[src/inc/timer_pkg.sv]
package timer_pkg;
  localparam int unsigned ADDR_W = 8;
  localparam int unsigned DATA_W = 32;
  localparam int unsigned CNT_W  = 16;

  // Register byte offsets
  localparam logic [7:0] OFF_CTRL   = 8'h00;
  localparam logic [7:0] OFF_COUNT  = 8'h04;
  localparam logic [7:0] OFF_PERIOD = 8'h08;
  localparam logic [7:0] OFF_FLAG   = 8'h0C;
  localparam logic [7:0] OFF_IRQEN  = 8'h10;
  localparam logic [7:0] OFF_OSC    = 8'h14;

  // Reset values
  localparam logic [15:0] CTRL_RST   = 16'h0000;
  localparam logic [15:0] COUNT_RST  = 16'h0000;
  localparam logic [15:0] PERIOD_RST = 16'hFFFF;

  // Writable bits of the control word
  localparam logic [15:0] CTRL_WMASK = 16'hA076;

  // Bit positions of single-bit registers
  localparam int unsigned FLAG_BIT  = 0;
  localparam int unsigned IRQEN_BIT = 0;
  localparam int unsigned LPOSC_BIT = 1;

  // Instruction cycle is the system clock divided by four
  localparam int unsigned INSTR_DIV = 4;
  localparam int unsigned DIV_W     = 2;

  // Prescale ratio codes
  localparam logic [1:0] PS_1   = 2'h0;
  localparam logic [1:0] PS_8   = 2'h1;
  localparam logic [1:0] PS_64  = 2'h2;
  localparam logic [1:0] PS_256 = 2'h3;
  localparam int unsigned PS_W  = 8;

  typedef struct packed {
    logic       timer_on;
    logic       rsv14;
    logic       stop_in_idle;
    logic [5:0] rsv12_7;
    logic       gate_accum_enable;
    logic [1:0] prescale_select;
    logic       rsv3;
    logic       ext_clock_sync;
    logic       clock_source_select;
    logic       rsv0;
  } ctrl_t;

  typedef struct packed {
    logic level;
    logic rise;
    logic fall;
  } edge_t;
endpackage

[src/hw/edge_sync.sv]
module edge_sync (
  input  wire logic           clk,
  input  wire logic           rst_n,
  input  wire logic           pin_in,
  output timer_pkg::edge_t    edges
);
  logic meta_reg;
  logic sync_reg;
  logic last_reg;

  // Two-stage synchroniser, then a history flop for edges
  always_ff @(posedge clk or negedge rst_n) begin
    if (!rst_n) begin
      meta_reg <= 1'b0;
      sync_reg <= 1'b0;
      last_reg <= 1'b0;
    end else begin
      meta_reg <= pin_in;
      sync_reg <= meta_reg;
      last_reg <= sync_reg;
    end
  end

  assign edges.level = sync_reg;
  assign edges.rise  = sync_reg & ~last_reg;
  assign edges.fall  = ~sync_reg & last_reg;
endmodule

[src/hw/prescaler.sv]
module prescaler #(
  parameter int unsigned W = timer_pkg::PS_W
) (
  input  wire logic       clk,
  input  wire logic       rst_n,
  input  wire logic       tick_in,
  input  wire logic       clear,
  input  wire logic [1:0] ratio,
  output logic            tick_out
);
  logic [W-1:0] cnt_reg;
  logic [W-1:0] limit;

  function automatic logic [W-1:0] ratio_limit(input logic [1:0] r);
    case (r)
      timer_pkg::PS_1:   ratio_limit = W'(0);
      timer_pkg::PS_8:   ratio_limit = W'(7);
      timer_pkg::PS_64:  ratio_limit = W'(63);
      timer_pkg::PS_256: ratio_limit = W'(255);
      default:           ratio_limit = W'(0);
    endcase
  endfunction

  assign limit    = ratio_limit(ratio);
  assign tick_out = tick_in & (cnt_reg >= limit);

  // Counts only on input ticks; a clear takes effect even with the source halted
  always_ff @(posedge clk or negedge rst_n) begin
    if (!rst_n) begin
      cnt_reg <= '0;
    end else if (clear) begin
      cnt_reg <= '0;
    end else if (tick_in) begin
      cnt_reg <= tick_out ? '0 : W'(cnt_reg + 1'b1);
    end
  end
endmodule

[src/hw/gated_timer.sv]
// Overview of operation
// - Gate mode counts instruction cycles while gate high
// - Gate mode needs timer on, internal clock
// - Idle stops counting when stop_in_idle set
// - Source is instruction clock or external clock
// - Prescaler divides by 1, 8, 64, 256
// - Prescaler cleared on count write, off, reset
// - Prescaler halted while timer off
// - Control write leaves count untouched
// - Sleep counting needs on, external, and asynchronous or oscillator mode
// - Count to period, then restart at zero
// - Match sets sticky flag; enable gates interrupt
// - Gate falling edge also sets flag
// - Oscillator mode counts low-power oscillator rising edges
// - Oscillator enable overrides modes, adds carry wake-up
// - Oscillator mode keeps counting through Sleep with external source selected
// - Interrupt forwarded only while enable set
//
// Local design decisions: the register offsets and the APB interface to the registers.
module gated_timer #(
  parameter int unsigned CW = timer_pkg::CNT_W
) (
  input  wire logic                         pclk,
  input  wire logic                         presetn,
  input  wire logic                         psel,
  input  wire logic                         penable,
  input  wire logic                         pwrite,
  input  wire logic [timer_pkg::ADDR_W-1:0] paddr,
  input  wire logic [timer_pkg::DATA_W-1:0] pwdata,
  output logic      [timer_pkg::DATA_W-1:0] prdata,
  output logic                              pready,
  output logic                              pslverr,
  input  wire logic                         gate_input_pin,
  input  wire logic                         lp_osc_in,
  input  wire logic                         cpu_idle,
  input  wire logic                         cpu_sleep,
  output logic                              timer_irq,
  output logic                              wake_event
);
  timer_pkg::ctrl_t ctrl_reg;
  logic [CW-1:0]    count_reg;
  logic [CW-1:0]    count_next;
  logic [CW-1:0]    period_reg;
  logic             flag_reg;
  logic             flag_next;
  logic             irq_en_reg;
  logic             lposc_reg;
  logic [timer_pkg::DIV_W-1:0] div_reg;
  logic [timer_pkg::DATA_W-1:0] prdata_reg;
  logic             pready_reg;
  logic             pslverr_reg;
  logic             irq_reg;
  logic             wake_reg;

  timer_pkg::edge_t gate_e;
  timer_pkg::edge_t osc_e;

  logic access;
  logic done;
  logic mapped;
  logic wr_ctrl;
  logic wr_count;
  logic wr_period;
  logic wr_flag;
  logic wr_irqen;
  logic wr_osc;
  logic instr_tick;
  logic gate_mode;
  logic idle_hold;
  logic sleep_ok;
  logic run;
  logic src_tick;
  logic ps_clear;
  logic ps_tick;
  logic at_period;
  logic match_evt;
  logic gate_end;
  logic turn_off;
  logic count_clear;
  logic sleep_hold;
  logic ps_in;

  function automatic logic is_mapped(input logic [timer_pkg::ADDR_W-1:0] a);
    case (a)
      timer_pkg::OFF_CTRL,
      timer_pkg::OFF_COUNT,
      timer_pkg::OFF_PERIOD,
      timer_pkg::OFF_FLAG,
      timer_pkg::OFF_IRQEN,
      timer_pkg::OFF_OSC: is_mapped = 1'b1;
      default:            is_mapped = 1'b0;
    endcase
  endfunction

  function automatic logic [timer_pkg::DATA_W-1:0] read_mux(
    input logic [timer_pkg::ADDR_W-1:0] a,
    input timer_pkg::ctrl_t c,
    input logic [CW-1:0] cnt,
    input logic [CW-1:0] per,
    input logic fl,
    input logic ie,
    input logic lp
  );
    read_mux = '0;
    case (a)
      timer_pkg::OFF_CTRL:   read_mux[15:0] = c;
      timer_pkg::OFF_COUNT:  read_mux[CW-1:0] = cnt;
      timer_pkg::OFF_PERIOD: read_mux[CW-1:0] = per;
      timer_pkg::OFF_FLAG:   read_mux[timer_pkg::FLAG_BIT] = fl;
      timer_pkg::OFF_IRQEN:  read_mux[timer_pkg::IRQEN_BIT] = ie;
      timer_pkg::OFF_OSC:    read_mux[timer_pkg::LPOSC_BIT] = lp;
      default:               read_mux = '0;
    endcase
  endfunction

  // Pin inputs pass a two-flop synchroniser
  edge_sync u_gate_sync (
    .clk    (pclk),
    .rst_n  (presetn),
    .pin_in (gate_input_pin),
    .edges  (gate_e)
  );

  edge_sync u_osc_sync (
    .clk    (pclk),
    .rst_n  (presetn),
    .pin_in (lp_osc_in),
    .edges  (osc_e)
  );

  // APB decode: one wait state, answer in the second access cycle
  assign access = psel & penable;
  assign done   = access & pready_reg;
  assign mapped = is_mapped(paddr);

  // Write strobes, one per register, on the completing access
  always_comb begin
    wr_ctrl   = 1'b0;
    wr_count  = 1'b0;
    wr_period = 1'b0;
    wr_flag   = 1'b0;
    wr_irqen  = 1'b0;
    wr_osc    = 1'b0;
    if (done & pwrite) begin
      case (paddr)
        timer_pkg::OFF_CTRL:   wr_ctrl   = 1'b1;
        timer_pkg::OFF_COUNT:  wr_count  = 1'b1;
        timer_pkg::OFF_PERIOD: wr_period = 1'b1;
        timer_pkg::OFF_FLAG:   wr_flag   = 1'b1;
        timer_pkg::OFF_IRQEN:  wr_irqen  = 1'b1;
        timer_pkg::OFF_OSC:    wr_osc    = 1'b1;
        default:               wr_ctrl   = 1'b0;
      endcase
    end
  end

  always_ff @(posedge pclk or negedge presetn) begin
    if (!presetn) begin
      pready_reg <= 1'b0;
    end else begin
      pready_reg <= access & ~pready_reg;
    end
  end

  // Read data stands only in the ready cycle
  always_ff @(posedge pclk or negedge presetn) begin
    if (!presetn) begin
      prdata_reg <= '0;
    end else if (access & ~pready_reg & ~pwrite) begin
      prdata_reg <= read_mux(paddr, ctrl_reg, count_reg, period_reg,
                             flag_reg, irq_en_reg, lposc_reg);
    end else begin
      prdata_reg <= '0;
    end
  end

  // Error answer for addresses outside the map, only with ready
  always_ff @(posedge pclk or negedge presetn) begin
    if (!presetn) begin
      pslverr_reg <= 1'b0;
    end else if (access & ~pready_reg) begin
      pslverr_reg <= ~mapped;
    end else begin
      pslverr_reg <= 1'b0;
    end
  end

  // Control register; writing it never touches the count
  always_ff @(posedge pclk or negedge presetn) begin
    if (!presetn) begin
      ctrl_reg <= timer_pkg::CTRL_RST;
    end else if (wr_ctrl) begin
      ctrl_reg <= pwdata[15:0] & timer_pkg::CTRL_WMASK;
    end
  end

  always_ff @(posedge pclk or negedge presetn) begin
    if (!presetn) begin
      period_reg <= timer_pkg::PERIOD_RST;
    end else if (wr_period) begin
      period_reg <= pwdata[CW-1:0];
    end
  end

  always_ff @(posedge pclk or negedge presetn) begin
    if (!presetn) begin
      irq_en_reg <= 1'b0;
    end else if (wr_irqen) begin
      irq_en_reg <= pwdata[timer_pkg::IRQEN_BIT];
    end
  end

  always_ff @(posedge pclk or negedge presetn) begin
    if (!presetn) begin
      lposc_reg <= 1'b0;
    end else if (wr_osc) begin
      lposc_reg <= pwdata[timer_pkg::LPOSC_BIT];
    end
  end

  // Instruction cycle strobe from the system clock
  always_ff @(posedge pclk or negedge presetn) begin
    if (!presetn) begin
      div_reg <= '0;
    end else begin
      div_reg <= div_reg + 1'b1;
    end
  end

  assign instr_tick = (div_reg == timer_pkg::DIV_W'(timer_pkg::INSTR_DIV - 1));

  // Gated accumulation only with internal source and no oscillator mode
  assign gate_mode = ctrl_reg.timer_on & ctrl_reg.gate_accum_enable
                   & ~ctrl_reg.clock_source_select & ~lposc_reg;

  assign idle_hold = cpu_idle & ctrl_reg.stop_in_idle;

  // Sleep keeps only external-source counting alive, when asynchronous or in oscillator mode
  assign sleep_ok = ctrl_reg.clock_source_select
                  & (~ctrl_reg.ext_clock_sync | lposc_reg);

  assign sleep_hold = cpu_sleep & ~sleep_ok;

  assign run = ctrl_reg.timer_on & ~idle_hold
             & ~sleep_hold;

  always_comb begin
    src_tick = 1'b0;
    if (lposc_reg) begin
      src_tick = osc_e.rise;
    end else if (ctrl_reg.clock_source_select) begin
      src_tick = gate_e.rise;
    end else if (ctrl_reg.gate_accum_enable) begin
      src_tick = instr_tick & gate_e.level;
    end else begin
      src_tick = instr_tick;
    end
  end

  assign turn_off = wr_ctrl & ctrl_reg.timer_on
                  & ~pwdata[$bits(timer_pkg::ctrl_t)-1];
  // A prescaler halted by timer off ignores count writes; switching off still clears it
  assign count_clear = wr_count & ctrl_reg.timer_on;
  assign ps_clear    = count_clear | turn_off;
  assign ps_in       = src_tick & run;

  // Prescaler between the selected source and the count
  prescaler #(
    .W (timer_pkg::PS_W)
  ) u_prescaler (
    .clk      (pclk),
    .rst_n    (presetn),
    .tick_in  (ps_in),
    .clear    (ps_clear),
    .ratio    (ctrl_reg.prescale_select),
    .tick_out (ps_tick)
  );

  assign at_period = (count_reg == period_reg);
  assign match_evt = ps_tick & at_period & ~wr_count;

  // Next count: software write first, then wrap at period
  always_comb begin
    count_next = count_reg;
    if (wr_count) begin
      count_next = pwdata[CW-1:0];
    end else if (ps_tick) begin
      count_next = at_period ? timer_pkg::COUNT_RST : CW'(count_reg + 1'b1);
    end
  end

  always_ff @(posedge pclk or negedge presetn) begin
    if (!presetn) begin
      count_reg <= timer_pkg::COUNT_RST;
    end else begin
      count_reg <= count_next;
    end
  end

  // Gate falling edge closes an accumulation cycle
  assign gate_end = gate_mode & gate_e.fall;

  // Sticky flag: a new event wins over a software clear
  always_comb begin
    flag_next = flag_reg;
    if (wr_flag & pwdata[timer_pkg::FLAG_BIT]) begin
      flag_next = 1'b0;
    end
    if (match_evt | gate_end) begin
      flag_next = 1'b1;
    end
  end

  always_ff @(posedge pclk or negedge presetn) begin
    if (!presetn) begin
      flag_reg <= 1'b0;
    end else begin
      flag_reg <= flag_next;
    end
  end

  // Interrupt request gated by its enable
  always_ff @(posedge pclk or negedge presetn) begin
    if (!presetn) begin
      irq_reg <= 1'b0;
    end else begin
      irq_reg <= flag_next & irq_en_reg;
    end
  end

  // Carry-out wake-up pulse in oscillator mode
  always_ff @(posedge pclk or negedge presetn) begin
    if (!presetn) begin
      wake_reg <= 1'b0;
    end else begin
      wake_reg <= match_evt & lposc_reg;
    end
  end

  assign prdata     = prdata_reg;
  assign pready     = pready_reg;
  assign pslverr    = pslverr_reg;
  assign timer_irq  = irq_reg;
  assign wake_event = wake_reg;
endmodule

[config.mk]
export PLATFORM = sky130hd
export DESIGN_NAME = gated_timer
export DESIGN_NICKNAME = d
export VERILOG_FILES = /design/src/inc/timer_pkg.sv /design/src/hw/edge_sync.sv /design/src/hw/prescaler.sv /design/src/hw/gated_timer.sv
export SDC_FILE = /design/constraint.sdc
export NUM_CORES = 1
export LEC_CHECK = 0
export ABC_AREA = 1
export BUFFER_PORTS_ARGS = -buffer_cell sky130_fd_sc_hd__buf_2
export CAP_MARGIN = 20
export CORE_MARGIN = 5
export CORE_UTILIZATION = 31
export CTS_CLUSTER_SIZE = 28
export DETAILED_ROUTE_END_ITERATION = 6
export HOLD_SLACK_MARGIN = 0.03
export PLACE_DENSITY_LB_ADDON = 0.15
export SLEW_MARGIN = 20
export SYNTH_ARGS = -nofsm -noshare
export SYNTH_HDL_FRONTEND = slang
export SYNTH_SLANG_ARGS = --single-unit
[constraint.sdc]
create_clock -name pclk -period 1.7 [get_ports pclk]
set_input_delay 0 -clock pclk [delete_from_list [all_inputs] [get_ports pclk]]
set_output_delay 0 -clock pclk [all_outputs]
set_load 0.03 [all_outputs]
* After elaboration in Yosys (flattened, before gate mapping)
Cells that the tools add are included.
** Storage, ports and cells
- Register bits :: 94
- Bits in latches :: 0
- Memory bits (writable) :: 0
- Bits in read-only memories :: 0
- Bits of input ports :: 49
- Output and inout bits :: 36
- Word-level logic and storage cells :: 118
- Memories :: 0
** Operators by class
- Add/subtract/negate cells :: 3
- $mul :: 0
- Divide/modulo/power cells :: 0
- Order comparisons :: 1
- Eq/ne operators :: 10
- Shift-type cells :: 0
- Multiplexer cells :: 30
- Bitwise logic cells :: 45
- Reductions and logical operators :: 5
** Operators with widths (number)
- $mux 16 :: 4
- $pmux 14 s3 :: 1
- $pmux 8 s4 :: 1
- $and 1x1->1 :: 28
- $mux 8 :: 3
- $mux 1 :: 19
- $add 16x1->16 const B :: 1
- $eq 16x16->1 :: 1
- $eq 8x4->1 const B :: 2
- $eq 8x5->1 const B :: 2
- $not 1->1 :: 14
- $add 8x1->8 const B :: 1
- $eq 8x3->1 const B :: 1
- $ge 8x8->1 :: 1
- $logic_not 8->1 :: 1
- $pmux 1 s4 :: 2
- $eq 2x2->1 const B :: 3
- $reduce_or 6->1 :: 1
- $reduce_bool 2->1 :: 2
- $or 1x1->1 :: 3
- $add 2x1->2 const B :: 1
- $eq 2x1->1 const B :: 1
- $logic_not 2->1 :: 1

* Longest topological paths before layout
- Depth after elaboration :: 14
- Depth in mapped cells :: 15
- Gate-level depth less buffers :: 14

* Hierarchy
From an unflattened synthesis, not the netlist that was laid out.
** Unflattened totals
- Cells, all modules :: 622
- Area, all modules :: 4713.3 um2
** Modules (own cells, without submodules)
- gated_timer :: instances 1, cells an instance 505, area an instance 3828.7 um2, seq. area each 1621.6 um2
- prescaler :: instances 1, cells an instance 101, area an instance 689.4 um2, seq. area each 200.2 um2
- edge_sync :: instances 2, cells an instance 8, area an instance 97.6 um2, seq. area each 75.1 um2

* Worst setup path before layout
Ideal clock, no wire load.
- Path kind :: register to register
- Start :: reg ctrl_reg[4] in the netlist's numbering
- End :: reg count_reg[10]
- Setup time :: 0.117 ns
- Arrival time :: 1.595 ns
- Data required time :: 1.583 ns
- Setup slack :: -0.012 ns
- Cell stages (with the launch flop) :: 16
- Path buffers :: 1
- Period minus slack after synthesis :: 1.712 ns
- Cell sequence :: dfrtp_1 -> nor2_1 -> ha_1 -> inv_1 -> nand2_1 -> nand2_1 -> nand2_1 -> nand3_1 -> nand2_1 -> nand2_1 -> nand2_1 -> nand2_8 -> nand2_8 -> buf_6 -> nand2_1 -> nand2_1
** On the way
- Cells in the longest elaborated chain, start to end :: 5
- Elaborated cells between the ends (all ways) :: 8
- Those cells by class :: order compare: 1; eq/ne: 3; mux: 1; bitwise: 1; reduce/logical: 2
** Ends and longest elaborated chain
- start: declaration :: line gated_timer.sv:40 : timer_pkg::ctrl_t ctrl_reg;
- start signal: assignment :: line gated_timer.sv:191 : ctrl_reg <= timer_pkg::CTRL_RST;
- start signal: assignment :: line gated_timer.sv:193 : ctrl_reg <= pwdata[15:0] & timer_pkg::CTRL_WMASK;
- $eq 2x2->1, or another cell as far along :: line prescaler.sv:15 : case (r)
- $pmux 8 s4 * :: line prescaler.sv:15
- $ge 8x8->1 * :: line prescaler.sv:25 : assign tick_out = tick_in & (cnt_reg >= limit);
- $and 1x1->1 * :: line prescaler.sv:25
- $reduce_bool 2->1 (no source line) *
- end signal: assignment :: line gated_timer.sv:294 : count_reg <= timer_pkg::COUNT_RST;
- end signal: assignment :: line gated_timer.sv:296 : count_reg <= count_next;
- end: declaration :: line gated_timer.sv:41 : logic [CW-1:0] count_reg;
Every way passes the cells marked *; elsewhere a longest branch is shown, timed or not.
A chain may end at the register's enable or synchronous reset.

* Worst setup path after layout
- Start :: reg ctrl_reg[4] in the netlist's numbering
- End :: reg count_reg[12]
Same word-level chain as after synthesis.

==> run_results.csv <==
group,metric,value,unit
clock_tree,path_clk_slew,0.06,ns
routing,ant_nets,0,
routing,firstDrtPassIters,4,
run_status,violations,"setup timing",
clock_tree,cts_buffers,9,
finish,area_growth,25.9,%
synth,synth_top_family_by_area,"simple AND/OR/NAND/NOR gates",
worst_setup_path,worstPathCellList,"nor2_2, ha_1, inv_1, nand2_1, nand2_1, nand2_1, nand3_1, nand2_1, nand2_1, nand2_2, nand2_8, buf_12, nand3_1, nand2_1",
global_route,grt_pass1_wl,20800,um
worst_setup_path,r2r_slack,-0.07,ns
finish,diodes,0,
floorplanning,row_count,44,
routing,via_per_inst,4.56,
worst_setup_path,worstSetupStartpointType,"flip-flop",
power_and_ir_drop,power_density,714,nW/um^2
routing,drc_errors,0,
place,gp_congestion,0.876,
global_route,gr-total-overflow,0,
routing,vias,4044,
power_and_ir_drop,ir_drop,0.442,mV
worst_setup_path,arrival,2.06,ns
clock_tree,clock_latency,0.35,ns
synth,synth_area,4610,sq um
sta,fin_crit_sh,104,%
worst_setup_path,worstPathRequired,1.99,ns
clock_tree,cts.path.max_buffers,2,
worst_setup_path,rr_worst_depth,14,
sta,finalSetupViolations,26,
power_and_ir_drop,power.leakage,3.07,nW
floorplanning,start_util,31.6,%
place,dpl_worst_slack,-0.128,ns
power_and_ir_drop,total_power,4.15,mW
synth,synth-xor-area-share,5.31,%
synth,synth_cells,592,
worst_setup_path,cp-end-kind,"flip-flop",
worst_setup_path,crit_slowest_cell,"dfrtp_1",
flow_run,maxCapViolations,0,
worst_setup_path,path_buf_inv,2,
floorplanning,die_y,132,um
sta,fmax,0.565,GHz
worst_setup_path,critPathMaxFanout,12,
worst_setup_path,max_stage_delay,0.40,ns
floorplanning,coreArea,14600,sq um
synth,synth-warning-count,0,
sta,finalWorstSetupSlack,-0.0704,ns
worst_setup_path,crit_family,"simple AND/OR/NAND/NOR gates",
synth,synth.distinct_cells,41,
finish,final_area,5810,sq um
global_route,grt_max_degree,37,
global_route,antenna_found_initial,0,
synth,synth-simple-area-share,30.7,%
clock_tree,cts_tree,"yes",
routing,routed_wl,12500,um
floorplanning,die_area,17400,sq um
synth,muxShareOfSynthArea,2.28,%
finish,final_nets,755,
worst_setup_path,path_depth,14,
global_route,gr-usage-all-layers,14.9,%
clock_tree,cts_num_sinks,78,
clock_tree,cts_root_buffer,"clkbuf_16",
global_route,grt_pass1_vias,4035,
finish,fillers,1510,
worst_setup_path,criticalPathCategory,"reg -> reg",
synth,ys_ff_latch,78,
sta,skew,0.00915,ns
sta,slew_violations,0,
routing,first_iter_violations,305,
synth,ys_seq_area_share,42.7,%
place,portBuffers,52,
place,hpwl,9100,um
clock_tree,htreeDepth,3,
sta,period_needed,1.77,ns
worst_hold_path,hp-class,"in -> reg",
routing,avgRoutedWirePerCell,14.2,um
worst_setup_path,cp_common_cell,"nand2_1",
finish,drive_gt1_share,23.4,%
synth,synth_compound_area_share,5.67,%
place,placed_area,5240,sq um
synth,syn_area_per_cell,7.79,sq um
synth,synth_adder_area_share,2.44,%
floorplanning,die_w,132,um
sta,hold_viol_final,0,
floorplanning,io_pins,85,
worst_hold_path,hold_depth,4,
sta,rsz0062_at_grt,"yes",
run_status,status,"finished, violations left",
[final cells by class]
class                   count  area (sq um)  area share [%]
multi-input cells         430          2230            38.5
flip-flops and latches     78          1970            34.0
repair buffers            115           826            14.2
inverters                  63           240            4.14
well taps                 184           230            3.96
clock buffers               9           225            3.88
clock inverters             7          81.3            1.40
[worst paths after layout]
kind / from / endpoint
max: ctrl_reg[4]$_DFFE_PN0P_ / count_reg[12]$_DFFE_PN0P_
min: pwrite / irq_en_reg$_DFFE_PN0P_
max reg2reg: ctrl_reg[4]$_DFFE_PN0P_ / count_reg[12]$_DFFE_PN0P_
min reg2reg: u_osc_sync.meta_reg$_DFF_PN0_ / u_osc_sync.sync_reg$_DFF_PN0_
max in group asynchronous: presetn / period_reg[3]$_DFFE_PN1P_
min in group asynchronous: presetn / u_prescaler.cnt_reg[1]$_DFFE_PN0P_
[worst reg2reg max path, cell delays in order (launching register included)]
cell and delay (ns):
dfrtp_1 0.40, nor2_2 0.14, ha_1 0.25, inv_1 0.06, nand2_1 0.04, nand2_1 0.06, nand2_1 0.05, nand3_1 0.06
nand2_1 0.05, nand2_1 0.06, nand2_2 0.08, nand2_8 0.14, buf_12 0.15, nand3_1 0.07, nand2_1 0.08
[synth_stat cells (all sizes together)]
| cell | n | area share, % |
|---|---|---|
| nor3b | 1 | 0.16 |
| xor2 | 25 | 4.7 |
| a21oi | 12 | 1.3 |
| nand3 | 45 | 5.0 |
| clkinv | 1 | 0.11 |
| a31oi | 4 | 0.54 |
| mux2 | 8 | 2.3 |
| nor3 | 3 | 0.43 |
| clkbuf | 8 | 0.79 |
| o21ai | 24 | 2.6 |
| o22ai | 4 | 0.54 |
| a41oi | 1 | 0.19 |
| ha | 9 | 2.4 |
| dfstp | 16 | 9.1 |
| conb | 1 | 0.081 |
| inv | 62 | 5.1 |
| nand2 | 204 | 18 |
| xnor2 | 3 | 0.57 |
| o21bai | 2 | 0.33 |
| nand3b | 1 | 0.16 |
| dfrtp | 62 | 34 |
| nor2 | 54 | 5.5 |
| buf | 29 | 4.7 |
| nand4 | 12 | 1.8 |
| o21a | 1 | 0.16 |
[logic make-up after synthesis]
| group | after synthesis |
|---|---|
| xor+xnor | 28 |
| flops | 78 |
| compound gates | 48 |
| mux | 8 |
| fa+ha+maj | 9 |
| other cells | 1 |
| buf+inv | 100 |
| simple gates | 320 |
[through the flow]
| step | util (%) | hold slack, ns | TNS (ns) | instances |
|---|---|---|---|---|
| CTS | 39.6 | 0.0494 | -1.08 | 884 |
| global placement | 35.9 | -0.0375 | -0.371 | 845 |
| detailed placement | 35.9 | -0.0398 | -1.39 | 845 |
| global route | 39.8 | 0.116 | -4.97 | 886 |
| floorplan | - | -0.296 | 0 | 607 |
| finish | 39.8 | 0.0653 | -1.27 | 886 |
[report_power, final]
part	internal [mW]	total (mW)	switching [mW]
sequential	1.87	1.88	0.00715
clock	1.16	2.02	0.867
combinational	0.0861	0.245	0.159
total	3.11	4.15	1.03
[cells in the final DEF (no fill, tap or decap), types with 3 or more instances in the layout]
cell type / count
mux2_4: 4
clkbuf_16: 9
xor2_1: 25
nand2_4: 4
dlygate4sd3_1: 21
nand3_1: 44
ha_1: 9
clkinv_4: 3
buf_12: 3
buf_4: 40
dfstp_2: 16
inv_2: 4
o21ai_0: 23
mux2_2: 4
xnor2_1: 3
buf_2: 51
a21oi_1: 12
nor2_2: 8
o22ai_1: 4
nor2_1: 42
dfrtp_1: 62
inv_1: 57
a31oi_1: 4
nand2_1: 197
conb_1: 16
nand4_1: 11
nor2_4: 3
[what timing repair did]
action | CTS | global route
pin swaps | 0 | 0
buffers inserted | 2 | 1
hold buffers | 21 | 0
gates cloned | 0 | 1
endpoints found under the setup margin | 27 | 27
hold endpoints to repair | 109 | 0
resized for setup | 3 | 2
[routing by layer]
metal  vias up  part of all wire, %  global-route usage [%]
li1       2044                    -                       -
met1      1889                   48                    21.4
met2        92                   44                    21.6
met3        19                  4.6                    2.60
met4         0                  2.5                    7.09
met5         -                    0                       0
(Power assumes the default switching activity.)
